<file path="config.mk">
export PLATFORM = sky130hd
export DESIGN_NAME = shared_pin_function_control
export DESIGN_NICKNAME = d
export VERILOG_FILES = /design/src/common/pin_ctrl_pkg.sv /design/src/hw/shared_pin_function_control.sv
export VERILOG_INCLUDE_DIRS = /design/src /design/src/common
export SDC_FILE = /design/constraint.sdc
export NUM_CORES = 1
export LEC_CHECK = 0
export BUFFER_PORTS_ARGS = -buffer_cell sky130_fd_sc_hd__buf_2
export CORE_ASPECT_RATIO = 1.5
export CORE_MARGIN = 3
export CORE_UTILIZATION = 35
export DETAILED_ROUTE_END_ITERATION = 10
export PLACE_DENSITY = 0.63
export SYNTH_ARGS = -nofsm -noshare
export SYNTH_HDL_FRONTEND = slang
export SYNTH_SLANG_ARGS = --single-unit
export TNS_END_PERCENT = 1
</file>
<file path="constraint.sdc">
create_clock -name mclk -period 5.4 [get_ports mclk]
set_input_delay 0 -clock mclk [delete_from_list [all_inputs] [get_ports mclk]]
set_output_delay 0 -clock mclk [all_outputs]
set_load 0.02 [all_outputs]
</file>
<file path="src/common/pin_ctrl_cfg.svh">
// Purpose: Constants for the shared pin function control block.
// Assumes: 32-bit Avalon-MM register bus, word-aligned byte addresses.
// Notes: Field positions and reset values are named here once.
`ifndef PIN_CTRL_CFG_SVH
`define PIN_CTRL_CFG_SVH
`define ADDR_SYS_OPT 8'h00
`define ADDR_PULL_EN 8'h04
`define ADDR_SLEW_EN 8'h08
`define ADDR_DRIVE_SEL 8'h0C
`define ADDR_KEYPAD 8'h10
`define ADDR_PIN_MUX 8'h14
`define ADDR_STATUS 8'h18
`define ADDR_FORCE_RST 8'h1C
`define BIT_DEBUG_PE 0
`define BIT_RESET_PE 1
`define BIT_IRQ_PE 2
`define BIT_IRQ_PDD 3
`define BIT_IRQ_EDGE 4
`define BIT_CAPTURE 0
`define BIT_CMP_OUT 1
`define BIT_OUT_EN 2
`define RESET_SLEW 6'h20
`define RESET_DRIVE 6'h00
`endif

</file>
<file path="src/common/pin_ctrl_pkg.sv">
// Purpose: Types for the shared pin function control block.
// Assumes: Six pins, pin 5 input-only shared pin, pin 4 debug pin.
// Notes: Pad controls travel as one packed struct per pin group.
package pin_ctrl_pkg;
   typedef struct packed {
      logic [5:0] pull_up;
      logic [5:0] pull_down;
      logic [5:0] high_drive;
      logic [5:0] slew_on;
   } pad_ctrl_t;
   typedef enum logic [1:0] {
      MODE_RUN = 2'b01,
      MODE_BACKGROUND = 2'b10
   } run_mode_t;
endpackage

</file>
<file path="src/hw/shared_pin_function_control.sv">
// Purpose: Pin function and pad configuration control for two shared pins.
// Assumes: Avalon-MM slave on mclk, pin inputs asynchronous to mclk.
// Notes: Function
// Function
// [RQ1] Irq pin pull device, selectable up/down.
// [RQ2] Reset pin function enables its pullup.
// [RQ3] Debug pin enable turns on pullup.
// [RQ4] Keypad edge select flips pullup to pulldown.
// [RQ5] All registers clocked by bus clock.
// [RQ6] User-mode power-on: shared pin is input.
// [RQ7] Reset pin function sticks until power-on.
// [RQ8] Low on reset pin resets device.
// [RQ9] Background power-on: shared pin is reset.
// [RQ10] Timer capture mode routes shared pin.
// [RQ11] Debug pin: mode select then debug.
// [RQ12] Every reset sets debug pin enable.
// [RQ13] Debug pin level picks run mode.
// [RQ14] Debug bit lasts sixteen debug clocks.
// [RQ15] Debug pin is pseudo open-drain.
// [RQ16] Software picks drive, slew, pullup.
// [RQ17] After reset inputs float, pullups off.
// [RQ18] Output-only pin: off, low drive, slew. Reset slew is set on pin 5, not on the output pin 4.
// [RQ19] Software should not leave inputs floating.
// [RQ20] Reset pin resets into user mode only; here the debug pin picks the mode, as after any reset.
// [RQ21] Outputs and analog pins lose pullup.
// [RQ22] Rising-edge detection makes pulldown.
`timescale 1ns/1ps
`include "pin_ctrl_cfg.svh"
module shared_pin_function_control #(
   parameter int PINS = 6
) (
   input wire logic mclk,
   input wire logic reset,
   input wire logic por_reset,
   input wire logic [7:0] avs_address,
   input wire logic avs_read,
   input wire logic avs_write,
   input wire logic [31:0] avs_writedata,
   output logic [31:0] avs_readdata,
   output logic avs_waitrequest,
   input wire logic [PINS-1:0] pin_in,
   input wire logic [PINS-1:0] port_dir_out,
   input wire logic [PINS-1:0] periph_out,
   input wire logic [PINS-1:0] analog_claim,
   input wire logic debug_drive_low,
   input wire logic debug_speedup,
   input wire logic timer_compare_level,
   input wire logic port_out_level,
   output pin_ctrl_pkg::pad_ctrl_t pad_ctrl,
   output logic debug_pin_out,
   output logic debug_pin_oe,
   output logic out_pin_level,
   output logic out_pin_oe,
   output logic shared_reset_req,
   output logic timer_capture_in,
   output logic irq_in,
   output logic shared_port_in,
   output logic background_mode
);
   import pin_ctrl_pkg::*;

   // Pins 4 and 5 are the two shared pins; pins 0 to 3 may serve the keypad.
   // The pad struct is registered, so a change shows one edge after its cause.

   // Two-stage synchronisers for the pins; the first stage feeds only the second.
   logic [PINS-1:0] sync1_r, sync1_nxt, sync2_r, sync2_nxt;

   // Soft registers.
   // They hold the configuration that software sees, plus the mode picked at reset.
   logic debug_pe_r, debug_pe_nxt;
   logic reset_pe_r, reset_pe_nxt;
   logic irq_pe_r, irq_pe_nxt;
   logic irq_pdd_r, irq_pdd_nxt;
   logic irq_edge_r, irq_edge_nxt;
   logic [PINS-1:0] pull_en_r, pull_en_nxt;
   logic [PINS-1:0] slew_r, slew_nxt;
   logic [PINS-1:0] drive_r, drive_nxt;
   logic [3:0] kbi_pe_r, kbi_pe_nxt;
   logic [3:0] kbi_edge_r, kbi_edge_nxt;
   logic capture_r, capture_nxt;
   logic cmp_out_r, cmp_out_nxt;
   logic out_en_r, out_en_nxt;
   logic force_rst_r, force_rst_nxt;
   logic mode_sampled_r, mode_sampled_nxt;
   run_mode_t mode_r, mode_nxt;
   logic [31:0] rdata_r, rdata_nxt;
   logic wait_r, wait_nxt;
   pad_ctrl_t pad_r, pad_nxt;
   logic dbg_out_r, dbg_out_nxt, dbg_oe_r, dbg_oe_nxt;
   logic opin_r, opin_nxt, opin_oe_r, opin_oe_nxt;
   logic rst_req_r, rst_req_nxt;
   logic cap_r, cap_nxt, irq_r, irq_nxt, port_r, port_nxt;
   logic wr_hit, rd_hit;

   // Bus handshake.
   //
   // Accesses complete in two cycles: waitrequest drops one cycle after the request.
   // Read data are registered at the edge that takes the request, so they stand
   // for exactly the cycle in which waitrequest is low.
   // Writes land at the closing edge, where waitrequest is sampled low.
   // The fixed wait state costs a cycle per access but keeps the read path registered.
   always_comb begin
      sync1_nxt = pin_in;
      sync2_nxt = sync1_r;
      wait_nxt = 1'b1;
      if ((avs_read || avs_write) && wait_r) begin
         wait_nxt = 1'b0;
      end
   end

   // Write strobe: the closing edge of the access.
   assign wr_hit = avs_write && !wait_r;
   // Read capture: the opening edge, so data stand while waitrequest is low.
   assign rd_hit = avs_read && wait_r;

   // Register file.
   //
   // Every flop here runs on the bus clock. RQ5
   // Only the low bits of each word are defined; the rest read back as zero.
   // Software can set the reset-pin enable but never clear it. Clearing it could hand a
   // reset line back to the port while a board circuit still pulls on it.
   always_comb begin
      debug_pe_nxt = debug_pe_r;
      reset_pe_nxt = reset_pe_r;
      irq_pe_nxt = irq_pe_r;
      irq_pdd_nxt = irq_pdd_r;
      irq_edge_nxt = irq_edge_r;
      pull_en_nxt = pull_en_r;
      slew_nxt = slew_r;
      drive_nxt = drive_r;
      kbi_pe_nxt = kbi_pe_r;
      kbi_edge_nxt = kbi_edge_r;
      capture_nxt = capture_r;
      cmp_out_nxt = cmp_out_r;
      out_en_nxt = out_en_r;
      force_rst_nxt = 1'b0;
      mode_sampled_nxt = 1'b1;
      mode_nxt = mode_r;
      // Mode picked from the debug pin at the first edge after reset release.
      // The synchronisers run through reset, so this is the level the pod held
      // while reset was active, two edges late.
      if (!mode_sampled_r) begin
         mode_nxt = sync2_r[4] ? MODE_RUN : MODE_BACKGROUND; // [RQ13]
         // The reset pin should lead only into user mode [RQ20]; reset has already cleared rst_req_r here, so the debug pin decides.
         if (rst_req_r) begin
            mode_nxt = MODE_RUN;
         end
         // Background entry after any reset, power-on or plain, defaults the shared pin to reset. [RQ9]
         // Without it a pod could never reset the part again after a stuck program.
         if (!sync2_r[4] && !rst_req_r) begin
            reset_pe_nxt = 1'b1;
         end
      end
      if (wr_hit) begin
         if (avs_address == `ADDR_SYS_OPT) begin
            debug_pe_nxt = avs_writedata[`BIT_DEBUG_PE];
            // Once set, the reset function holds until power-on. [RQ7]
            reset_pe_nxt = reset_pe_r | avs_writedata[`BIT_RESET_PE];
            irq_pe_nxt = avs_writedata[`BIT_IRQ_PE];
            irq_pdd_nxt = avs_writedata[`BIT_IRQ_PDD];
            irq_edge_nxt = avs_writedata[`BIT_IRQ_EDGE];
         end else if (avs_address == `ADDR_PULL_EN) begin
            pull_en_nxt = avs_writedata[PINS-1:0]; // [RQ16]
         end else if (avs_address == `ADDR_SLEW_EN) begin
            slew_nxt = avs_writedata[PINS-1:0];
         end else if (avs_address == `ADDR_DRIVE_SEL) begin
            drive_nxt = avs_writedata[PINS-1:0];
         end else if (avs_address == `ADDR_KEYPAD) begin
            kbi_pe_nxt = avs_writedata[3:0];
            kbi_edge_nxt = avs_writedata[7:4];
         end else if (avs_address == `ADDR_PIN_MUX) begin
            capture_nxt = avs_writedata[`BIT_CAPTURE];
            cmp_out_nxt = avs_writedata[`BIT_CMP_OUT];
            out_en_nxt = avs_writedata[`BIT_OUT_EN];
         end else if (avs_address == `ADDR_FORCE_RST) begin
            // A one-cycle pulse; it reaches the reset request one edge later.
            force_rst_nxt = avs_writedata[0]; // [RQ20]
         end
      end
   end

   // Read data and status.
   //
   // The status word shows the synchronised pins and, in bit 8, the mode.
   // Reads have no side effect, so software may poll any address safely.
   always_comb begin
      rdata_nxt = 32'h0000_0000;
      if (rd_hit) begin
         if (avs_address == `ADDR_SYS_OPT) begin
            rdata_nxt[`BIT_DEBUG_PE] = debug_pe_r;
            rdata_nxt[`BIT_RESET_PE] = reset_pe_r;
            rdata_nxt[`BIT_IRQ_PE] = irq_pe_r;
            rdata_nxt[`BIT_IRQ_PDD] = irq_pdd_r;
            rdata_nxt[`BIT_IRQ_EDGE] = irq_edge_r;
         end else if (avs_address == `ADDR_PULL_EN) begin
            rdata_nxt[PINS-1:0] = pull_en_r;
         end else if (avs_address == `ADDR_SLEW_EN) begin
            rdata_nxt[PINS-1:0] = slew_r;
         end else if (avs_address == `ADDR_DRIVE_SEL) begin
            rdata_nxt[PINS-1:0] = drive_r;
         end else if (avs_address == `ADDR_KEYPAD) begin
            rdata_nxt[7:0] = {kbi_edge_r, kbi_pe_r};
         end else if (avs_address == `ADDR_PIN_MUX) begin
            rdata_nxt[2:0] = {out_en_r, cmp_out_r, capture_r};
         end else if (avs_address == `ADDR_STATUS) begin
            rdata_nxt[PINS-1:0] = sync2_r;
            rdata_nxt[8] = (mode_r == MODE_BACKGROUND);
         end
      end
   end

   // Pad control.
   //
   // Pull direction, drive and slew per pin. The pull is only offered while the
   // pin is an input; once port logic, a peripheral or an analog function claims
   // the pin, the pull goes away whatever the enable bit says.
   // Drive and slew pass through; they only matter while the pad drives.
   // The shared pins' own rules come last, so the owning function wins.
   always_comb begin
      pad_nxt.high_drive = drive_r; // [RQ16]
      pad_nxt.slew_on = slew_r;
      pad_nxt.pull_up = '0;
      pad_nxt.pull_down = '0;
      for (int i = 0; i < PINS; i++) begin
         // Outputs and analog-claimed pins get no pull here; the shared-pin rules below can still add one. [RQ21]
         if (pull_en_r[i] && !port_dir_out[i] && !periph_out[i] && !analog_claim[i]) begin
            pad_nxt.pull_up[i] = 1'b1;
            // Keypad rising-edge select swaps to pulldown. [RQ4] [RQ22]
            // A pullup on a rising-edge input would hold it at the active level.
            if (i < 4 && kbi_pe_r[i % 4] && kbi_edge_r[i % 4]) begin
               pad_nxt.pull_up[i] = 1'b0;
               pad_nxt.pull_down[i] = 1'b1;
            end
         end
      end
      // Shared pin 5: reset function forces pullup, irq uses its own pull. [RQ2]
      if (reset_pe_r) begin
         pad_nxt.pull_up[5] = 1'b1;
         pad_nxt.pull_down[5] = 1'b0;
      end else if (irq_pe_r) begin
         pad_nxt.pull_up[5] = !irq_pdd_r && !irq_edge_r; // [RQ1]
         pad_nxt.pull_down[5] = !irq_pdd_r && irq_edge_r; // [RQ22]
      end
      // Debug pin gets its pullup while the debug function owns it. [RQ3]
      if (debug_pe_r) begin
         pad_nxt.pull_up[4] = 1'b1;
         pad_nxt.pull_down[4] = 1'b0;
      end
   end

   // Pin functions.
   //
   // The debug pin is pulled up, pulled low by the debug engine and only given
   // short active-high speedup pulses.
   // The shared pin feeds port, interrupt and capture only while it is not the
   // reset input. Every path reads the second synchroniser stage.
   always_comb begin
      // Pseudo open-drain: drive low, or a brief active-high speedup pulse. [RQ15] [RQ14]
      dbg_out_nxt = debug_speedup && !debug_drive_low;
      dbg_oe_nxt = debug_pe_r && (debug_drive_low || debug_speedup); // [RQ11]
      // Alternate output on the debug pin needs debug enable cleared. [RQ12]
      opin_nxt = cmp_out_r ? timer_compare_level : port_out_level;
      opin_oe_nxt = !debug_pe_r && out_en_r; // [RQ18]
      rst_req_nxt = reset_pe_r && !sync2_r[5]; // [RQ8]
      cap_nxt = capture_r && !reset_pe_r && sync2_r[5]; // [RQ10]
      irq_nxt = irq_pe_r && !reset_pe_r && sync2_r[5];
      port_nxt = !reset_pe_r && sync2_r[5]; // [RQ6]
   end

   // Main register bank.
   //
   // A plain reset restores every soft register but the reset-pin enable.

   // Soft reset does not clear the reset-pin function; only power-on does. [RQ7] [RQ12]
   always_ff @(posedge mclk or posedge reset) begin
      if (reset) begin
         debug_pe_r <= 1'b1;
         irq_pe_r <= 1'b0;
         irq_pdd_r <= 1'b0;
         irq_edge_r <= 1'b0;
         pull_en_r <= '0; // [RQ17]
         slew_r <= `RESET_SLEW; // [RQ18]
         drive_r <= `RESET_DRIVE;
         kbi_pe_r <= 4'h0;
         kbi_edge_r <= 4'h0;
         capture_r <= 1'b0;
         cmp_out_r <= 1'b0;
         out_en_r <= 1'b0;
         force_rst_r <= 1'b0;
         mode_sampled_r <= 1'b0;
         mode_r <= MODE_RUN;
         rdata_r <= 32'h0000_0000;
         wait_r <= 1'b1;
         pad_r <= '0;
         dbg_out_r <= 1'b0;
         dbg_oe_r <= 1'b0;
         opin_r <= 1'b0;
         opin_oe_r <= 1'b0;
         rst_req_r <= 1'b0;
         cap_r <= 1'b0;
         irq_r <= 1'b0;
         port_r <= 1'b0;
      end else begin
         debug_pe_r <= debug_pe_nxt;
         irq_pe_r <= irq_pe_nxt;
         irq_pdd_r <= irq_pdd_nxt;
         irq_edge_r <= irq_edge_nxt;
         pull_en_r <= pull_en_nxt;
         slew_r <= slew_nxt;
         drive_r <= drive_nxt;
         kbi_pe_r <= kbi_pe_nxt;
         kbi_edge_r <= kbi_edge_nxt;
         capture_r <= capture_nxt;
         cmp_out_r <= cmp_out_nxt;
         out_en_r <= out_en_nxt;
         force_rst_r <= force_rst_nxt;
         mode_sampled_r <= mode_sampled_nxt;
         mode_r <= mode_nxt;
         rdata_r <= rdata_nxt;
         wait_r <= wait_nxt;
         pad_r <= pad_nxt;
         dbg_out_r <= dbg_out_nxt;
         dbg_oe_r <= dbg_oe_nxt;
         opin_r <= opin_nxt;
         opin_oe_r <= opin_oe_nxt;
         rst_req_r <= rst_req_nxt | force_rst_r;
         cap_r <= cap_nxt;
         irq_r <= irq_nxt;
         port_r <= port_nxt;
      end
   end

   // Pin synchronisers.
   //
   // No reset on purpose: they keep sampling while reset is held, so the second
   // stage already shows the real debug pin level when reset lets go. A reset
   // value would look like a low debug pin and force background mode.
   always_ff @(posedge mclk) begin
      sync1_r <= sync1_nxt;
      sync2_r <= sync2_nxt;
   end

   // The reset-pin function is cleared only by power-on reset. [RQ7]
   // Power-on reset must be asserted together with the plain reset.
   always_ff @(posedge mclk or posedge por_reset) begin
      if (por_reset) begin
         reset_pe_r <= 1'b0;
      end else begin
         reset_pe_r <= reset_pe_nxt;
      end
   end

   // Outputs.
   //
   // Every output is a flop; background_mode compares both bits of the one-hot mode flop.

   assign avs_readdata = rdata_r;
   assign avs_waitrequest = wait_r;
   assign pad_ctrl = pad_r;
   assign debug_pin_out = dbg_out_r;
   assign debug_pin_oe = dbg_oe_r;
   assign out_pin_level = opin_r;
   assign out_pin_oe = opin_oe_r;
   assign shared_reset_req = rst_req_r;
   assign timer_capture_in = cap_r;
   assign irq_in = irq_r;
   assign shared_port_in = port_r;
   assign background_mode = (mode_r == MODE_BACKGROUND);
endmodule

</file>
# Yosys cells after proc, flatten, opt, wreduce, memory -nomap -nowiden
# Index checks and enable logic that the tools add are counted.
[word_totals]
output_inout_bits = 66
wordCells = 176
ff_bits = 91
[op_classes]
n_eq_ne = 8
reduce_logical = 73
bitwise = 7
n_mux = 56
[op_table]
columns = ["operator", "count"]
rows = [
  ["two-way mux 1 bit", 40],
  ["logical AND 1 bit", 37],
  ["equality test 8 x 5 -> 1 bit (second input constant)", 4],
  ["two-way mux 6 bit", 5],
  ["zero test 1 bit", 27],
  ["equality test 8 x 4 -> 1 bit (second input constant)", 2],
  ["two-way mux 3 bit", 5],
  ["two-way mux 9 bit", 1],
  ["equality test 8 x 3 -> 1 bit (second input constant)", 1],
  ["zero test 8 bit", 1],
  ["AND reduction 7 bit", 1],
  ["two-way mux 2 bit", 3],
  ["AND reduction 6 bit", 1],
  ["two-way mux 5 bit", 1],
  ["NOT 1 bit", 5],
  ["AND reduction 5 bit", 1],
  ["two-way mux 4 bit", 1],
  ["AND reduction 4 bit", 1],
  ["AND reduction 3 bit", 1],
  ["equality test 2 bit (second input constant)", 1],
  ["logical OR 1 bit", 2],
  ["bitwise OR 1 bit", 2],
  ["AND reduction 2 bit", 1],
]

# Logic depth before layout (Yosys ltp)
# Gate-level depths: netlist of run 1.
[logic_depth]
depth_word = 9
mapped_depth = 6

# Least setup slack after synthesis of run 1
# Ideal clock, no wire load.
[synth_path]
path_type = "reg-to-reg"
startpoint = "register wait_r (netlist: avs_waitrequest)"
endpoint = "register pull_en_r[0]"
setup_slack_ns = 3.851
stages_incl_launch_ff = 5
setup_time_ns = 0.125
synth_period_minus_slack_ns = 1.549
path_buffers = 0
t_arrival_ns = 1.424
path_cell_list = "dfstp_2 -> nor2b_1 -> and3_1 -> nand2_1 -> mux2_2"
[synth_between]
elab_chain_cells = 3
[synth_rtl]
columns = ["item", "line_no", "rtl"]
rows = [
  ["start, declared", "shared_pin_function_control.sv:87", "logic wait_r, wait_nxt;"],
  ["start signal, assigned", "shared_pin_function_control.sv:320", "wait_r <= wait_nxt;"],
  ["zero test 1 bit", "shared_pin_function_control.sv:112", "assign wr_hit = avs_write && !wait_r;"],
  ["logical AND 1 bit", "shared_pin_function_control.sv:112", ""],
  ["AND reduction 3 bit (no line)", "--", ""],
  ["end signal, assigned", "shared_pin_function_control.sv:308", "pull_en_r <= pull_en_nxt;"],
  ["end, declared", "shared_pin_function_control.sv:75", "logic [PINS-1:0] pull_en_r, pull_en_nxt;"],
]
# No other way between the ends.
# A chain may end at the register's enable or synchronous reset.

==> flow_metrics.py, run 1 <==
metrics = {
    "drt": {
        "wl_um": 8660,
        "dr_total_vias": 2532,
        "avgRoutedWirePerCell_um": 16.4,
        "drt-vias-per-instance": 4.80,
        "dr.pass1.iters": 4,
        "ant_nets": 0,
        "drc": 0,
        "drt_iter0_markers": 132,
    },
    "timing": {
        "tns_ns": 0,
        "fin_hold_ws_ns": -0.0544,
        "finalSetupViolCount": 0,
        "clock-skew-final_ns": 0.00428,
        "grt_setup_unrepaired": "no",
        "maxSlewViolCount": 0,
        "fmax_ghz": 0.567,
        "max-slew-margin-rel_pct": 35.2,
        "period_needed_ns": 1.76,
        "worstMarginPinSlew_ns": 0.972,
        "final.period_utilization_pct": 32.7,
        "hold_viol_final": 50,
    },
    "floorplan": {
        "fp-row-count": 44,
        "die_x_um": 89.0,
        "pin_count": 139,
        "die_height_um": 131,
        "start_util_pct": 36.5,
        "dieArea_um2": 11600,
        "core_um2": 9910,
    },
    "status": {
        "status": "finished, violations left",
        "violations": "hold timing",
    },
    "finish": {
        "final_cell_area_um2": 4700,
        "final_core_util_pct": 47.4,
        "final_cells": 527,
        "syn_to_final_growth_pct": 29.8,
        "layout-drive-gt1-share_pct": 38.1,
        "nets": 480,
        "diodes": 0,
    },
    "job": {
        "drv_cap": 0,
    },
    "worst_setup_path": {
        "r2r_end": "pad_ctrl[18]",
        "regToRegStartpoint": "pull_en_r[0]",
        "path_class": "reg2reg",
        "startpoint": "pull_en_r[0]",
        "r2r_cells": 3,
        "crit_chain": "or4b_2 -> dlygate4sd3_1 -> a21oi_1",
        "cp-endpoint": "pad_ctrl[18]",
        "r2r_slack_ns": 3.64,
        "slowest_delay_ns": 0.60,
        "path_buf_inv": 1,
        "slowest_stage": "dlygate4sd3_1",
        "crit_cells": 3,
        "cp.required_ns": 5.66,
        "critPathArrivalTime_ns": 2.02,
        "startpoint_type": "flop",
        "crit_fanout": 3,
        "cp-end-kind": "flop",
        "crit_family": "buffers and inverters",
    },
    "global_route": {
        "grt_max_degree": 79,
        "grt_pass1_wl_um": 13500,
        "antenna_found_initial": 0,
        "overflow": 0,
        "grt_use_total_pct": 15.5,
        "grt_pass1_vias": 2610,
    },
    "clock_tree": {
        "cts_setup_buffers": 0,
        "insertion_delay_ns": 0.33,
        "cts_tree": "yes",
        "ctsRootBufferMaster": "clkbuf_16",
        "ctsResizeCount": 0,
        "clk_pin_slew_ns": 0.06,
        "cts_buffers": 9,
        "cts_max_path_buffers": 2,
        "clock_sinks": 91,
        "h-tree-depth": 3,
    },
    "pwr": {
        "p_leak_nw": 2.38,
        "vdd_drop_max_mv": 0.166,
        "power.density_nw_per_um2": 312,
    },
    "placement": {
        "placed_cells": 482,
        "port_buffers": 90,
        "place.gp.congestion": 0.882,
        "dp_hpwl_um": 6200,
        "dpl_cell_area_um2": 4100,
    },
    "synthesis": {
        "syn_area_um2": 3620,
        "ys_warn_count": 0,
        "async_reset_ff_share_pct": 86.8,
        "yosysSeqAreaShare_pct": 61.4,
        "synth_flop_cell": "dfrtp_1",
        "ys_ff_latch": 91,
        "netlist_instances": 283,
        "synth_edf_count": 0,
        "synthDistinctLibCells": 48,
        "avgSynthCellArea_um2": 12.8,
    },
    "worst_hold_path": {
        "hold_path_class": "in2async",
    },
}
## final cells by class
cell class | count | area (um^2)
inverter | 5 | 18.8
clock buffer | 10 | 239
fill | 917 | 5210
sequential | 91 | 2220
tap | 115 | 144
clock inverter | 6 | 71.3
multi-input combinational | 180 | 1260
timing repair buffer | 120 | 748
## metrics by stage
step           total power, W  worst slack [ns]  hold slack [ns]
3_3_place_gp         0.000823              3.64           -0.156
6_report              0.00146              3.64          -0.0544
2_1_floorplan        0.000797              3.41           -0.271
4_1_cts               0.00148              3.61         0.000537
5_1_grt               0.00152              3.55           0.0309
3_5_place_dp         0.000825              3.64           -0.158
## repair_timing
item | CTS | global route
endpoints found under the setup margin | 0 | 0
hold buffers | 29 | 0
hold endpoints to repair | 42 | 0
## sequential cells by signal, indices dropped and copies added (netlist names), 2 cells and up
name,count
sync2_r,6
mode_r,2
kbi_pe_r,4
drive_r,6
slew_r,6
avs_readdata,9
pull_en_r,6
sync1_r,6
pad_ctrl,23
kbi_edge_r,4
## where the power goes
group,switching [W],internal [W]
Sequential,0.0000110,0.000700
Clock,0.000264,0.000375
Combinational,0.0000695,0.0000458
## placed cells by master, fill, tap and decap left out, drive strengths merged, types with 7 or more instances in the layout
master        n
clkbuf       10
buf          91
dlygate4sd3  29
dfrtp        75
nand2        18
nor2         15
dfxtp        12
inv           7
mux2         34
conb         25
a21oi        12
## cell usage after synthesis, types with 4 or more instances
master	n	share of area, %
nand2_1	18	1.9
mux2i_1	5	1.4
a21oi_1	12	1.7
nor2b_1	6	1.0
dfstp_2	4	2.9
a211oi_1	4	0.83
buf_4	24	5.0
inv_1	5	0.52
nor3_1	5	0.69
dfxtp_1	12	6.6
buf_2	5	0.69
mux2_2	34	11
dfrtp_1	75	52
nor2_1	15	1.6
## tightest hold or removal path: cells and delay by family
kind | cells | cell delay (ns)
buffers and inverters | 3 | 0.84
## worst min-delay path by stage
stage | start | endpoint | slack, ns | depth (start not counted)
after global routing | reset | avs_readdata[2] | 0.03 | 3
after global placement | por_reset | reset_pe_r | -0.16 | 2
after CTS | reset | pad_ctrl[12] | 0.0005 | 3
after floorplan | por_reset | reset_pe_r | -0.27 | 1
final | reset | pad_ctrl[12] | -0.05 | 3
after detailed placement | por_reset | reset_pe_r | -0.16 | 2
## cells by family (layout without fill, tap and decap cells)
logic type	count (synthesis)	after routing	share of synthesized area [%]
AO/OA/AOI/OAI	39	39	7.74
buffers and inverters	35	141	6.29
flip-flops	91	91	61.4
multiplexers	39	39	12.0
other	2	25	0.207
AND/OR/NAND/NOR	77	77	12.4
## per-layer routing
| metal | up-vias | share of wire, % | routed length [um] | global-route usage, % |
|---|---|---|---|---|
| met2 | 90 | 52 | 4520 | 26.2 |
| met5 | - | 0 | 0 | 0 |
| met4 | 0 | 2.2 | 191 | 7.01 |
| li1 | 1199 | - | - | - |
| met3 | 13 | 6.3 | 542 | 3.51 |
| met1 | 1230 | 39 | 3410 | 18.6 |
(Power assumes the default switching activity.)
==> inputs of run 2 (changes only) <==
- clock period: 5.4 -> 1.76 ns (I/O delays scaled with it)
==> flow_metrics.py, run 2 (synthesis gave the netlist of run 1 again) <==
metrics = {
    "status": {
        "status": "finished, final reports clean",
    },
    "floorplan": {
        "die_height_um": 131,
        "pin_count": 139,
        "dieArea_um2": 11600,
        "start_util_pct": 36.5,
        "core_um2": 9910,
        "fp-row-count": 44,
        "die_x_um": 89.0,
    },
    "clock_tree": {
        "cts_max_path_buffers": 2,
        "clock_sinks": 91,
        "clk_pin_slew_ns": 0.06,
        "ctsRootBufferMaster": "clkbuf_16",
        "cts_tree": "yes",
        "insertion_delay_ns": 0.34,
        "cts_buffers": 9,
        "h-tree-depth": 3,
    },
    "worst_setup_path": {
        "cp.required_ns": 2.03,
        "cp-end-kind": "flop",
        "path_class": "reg2reg",
        "critPathArrivalTime_ns": 2.00,
        "startpoint_type": "flop",
        "crit_fanout": 3,
    },
    "drt": {
        "dr_total_vias": 2597,
        "avgRoutedWirePerCell_um": 16.3,
        "drt-vias-per-instance": 4.78,
        "dr.pass1.iters": 4,
        "drc": 0,
        "drt_iter0_markers": 129,
        "ant_nets": 0,
        "wl_um": 8860,
    },
    "timing": {
        "fmax_ghz": 0.579,
        "final.period_utilization_pct": 98.0,
        "max-slew-margin-rel_pct": 64.9,
        "clock-skew-final_ns": 0.00432,
        "maxSlewViolCount": 0,
        "worstMarginPinSlew_ns": 0.526,
        "hold_viol_final": 0,
        "finalSetupViolCount": 0,
        "grt_setup_unrepaired": "no",
        "tns_ns": 0,
        "timing.final.ws_setup_ns": 0.0344,
        "period_needed_ns": 1.73,
    },
    "placement": {
        "place.gp.congestion": 0.916,
        "pre_cts_slack_ns": 0.0527,
        "port_buffers": 90,
        "dp_hpwl_um": 6540,
        "placed_cells": 489,
    },
    "pwr": {
        "power_frac_seq_pct": 49.5,
        "p_leak_nw": 2.47,
        "vdd_drop_max_mv": 0.541,
        "comb_power_share_pct": 8.8,
        "pwr-share-clk_pct": 41.8,
        "power.density_nw_per_um2": 912,
        "p_switching_w": 0.00100,
        "p_int_w": 0.00341,
        "p_sw_share_pct": 22.7,
        "finalPower_w": 0.00441,
    },
    "global_route": {
        "overflow": 0,
        "grt_pass1_vias": 2674,
        "antenna_found_initial": 1,
        "grt_use_total_pct": 16.3,
        "grt_max_degree": 44,
        "grt_pass1_wl_um": 13900,
    },
    "finish": {
        "final_core_util_pct": 48.8,
        "syn_to_final_growth_pct": 33.7,
        "mostFrequentLayoutCell": "buf_2",
        "layout-drive-gt1-share_pct": 38.1,
        "diodes": 0,
        "nets": 496,
        "largest_register_ffs": 23,
        "layout_common_cells": "90 x buf_2, 75 x dfrtp_1, 36 x dlygate4sd3_1",
        "final_cells": 543,
    },
    "worst_hold_path": {
        "hold_path_class": "in2async",
    },
    "job": {
        "drv_cap": 0,
    },
}
-- run 2: cell count changes in the layout (fill, tap and decap cells not counted), sizes merged --
| cell | change |
|---|---|
| buf | +8 |
| clkinvlp | -1 |
| dlygate4sd3 | +7 |
| clkbuf | +1 |
| clkinv | +3 |
| dlymetal6s4s | +1 |
| inv | -3 |
-- run 2: cell type report --
cell class	instances	area (um^2)
clock buffer	11	233
clock inverter	5	53.8
fill	906	5070
inverter	5	22.5
multi-input combinational	180	1260
sequential	91	2220
tap	115	144
timing repair buffer	136	903
-- run 2: power groups by stage --
| stage | Sequential [W] | Clock (W) | Combinational, W |
|---|---|---|---|
| global route | 0.00219 | 0.00200 | 0.000426 |
| global placement | 0.00222 | 0 | 0.000321 |
| detailed placement | 0.00222 | 0 | 0.000327 |
| finish | 0.00218 | 0.00184 | 0.000386 |
| CTS | 0.00218 | 0.00189 | 0.000387 |
| floorplan | 0.00223 | 0 | 0.000215 |
-- run 2: stage by stage --
stage	hold slack, ns	cell area, um^2
floorplan	-0.271	3710
global placement	-0.155	4170
detailed placement	-0.158	4170
CTS	0.0319	4820
global route	0.0410	4840
finish	0.0455	4840
-- run 2: repair_timing --
item	4_1_cts	5_1_grt
hold buffers	37	0
setup buffers	0	1
resized for setup	0	2
hold endpoints to repair	66	0
endpoints found under the setup margin	0	2
-- run 2: layer usage --
layer | wire length (um) | part of all wire, % | GRT usage (%) | vias to the layer above
met2 | 4780 | 54 | 28.3 | 81
li1 | - | - | - | 1231
met3 | 379 | 4.3 | 3.07 | 20
met4 | 281 | 3.2 | 8.85 | 2
met1 | 3410 | 38 | 18.5 | 1263
met5 | 7 | 0.079 | 0 | -
-- run 2: worst max-delay path, stage by stage (launching register included) --
cell and delay [ns]:
dfrtp_1 0.38, or4b_2 0.62, nor2_1 0.12, dlygate4sd3_1 0.55
-- run 2: path summary, 6_finish.rpt --
| check | from | endpoint | slack, ns | cells past startpoint |
|---|---|---|---|---|
| min in group mclk | periph_out[1] | pad_ctrl[13] | 0.09 | 4 |
| max | pull_en_r[0] | pad_ctrl[12] | 0.03 | 3 |
| max in group asynchronous | reset | slew_r[5] | 0.90 | 4 |
| min | por_reset | reset_pe_r | 0.05 | 3 |
| max reg2reg | pull_en_r[0] | pad_ctrl[12] | 0.03 | 3 |
| min reg2reg | sync1_r[0] | sync2_r[0] | 0.33 | 0 |
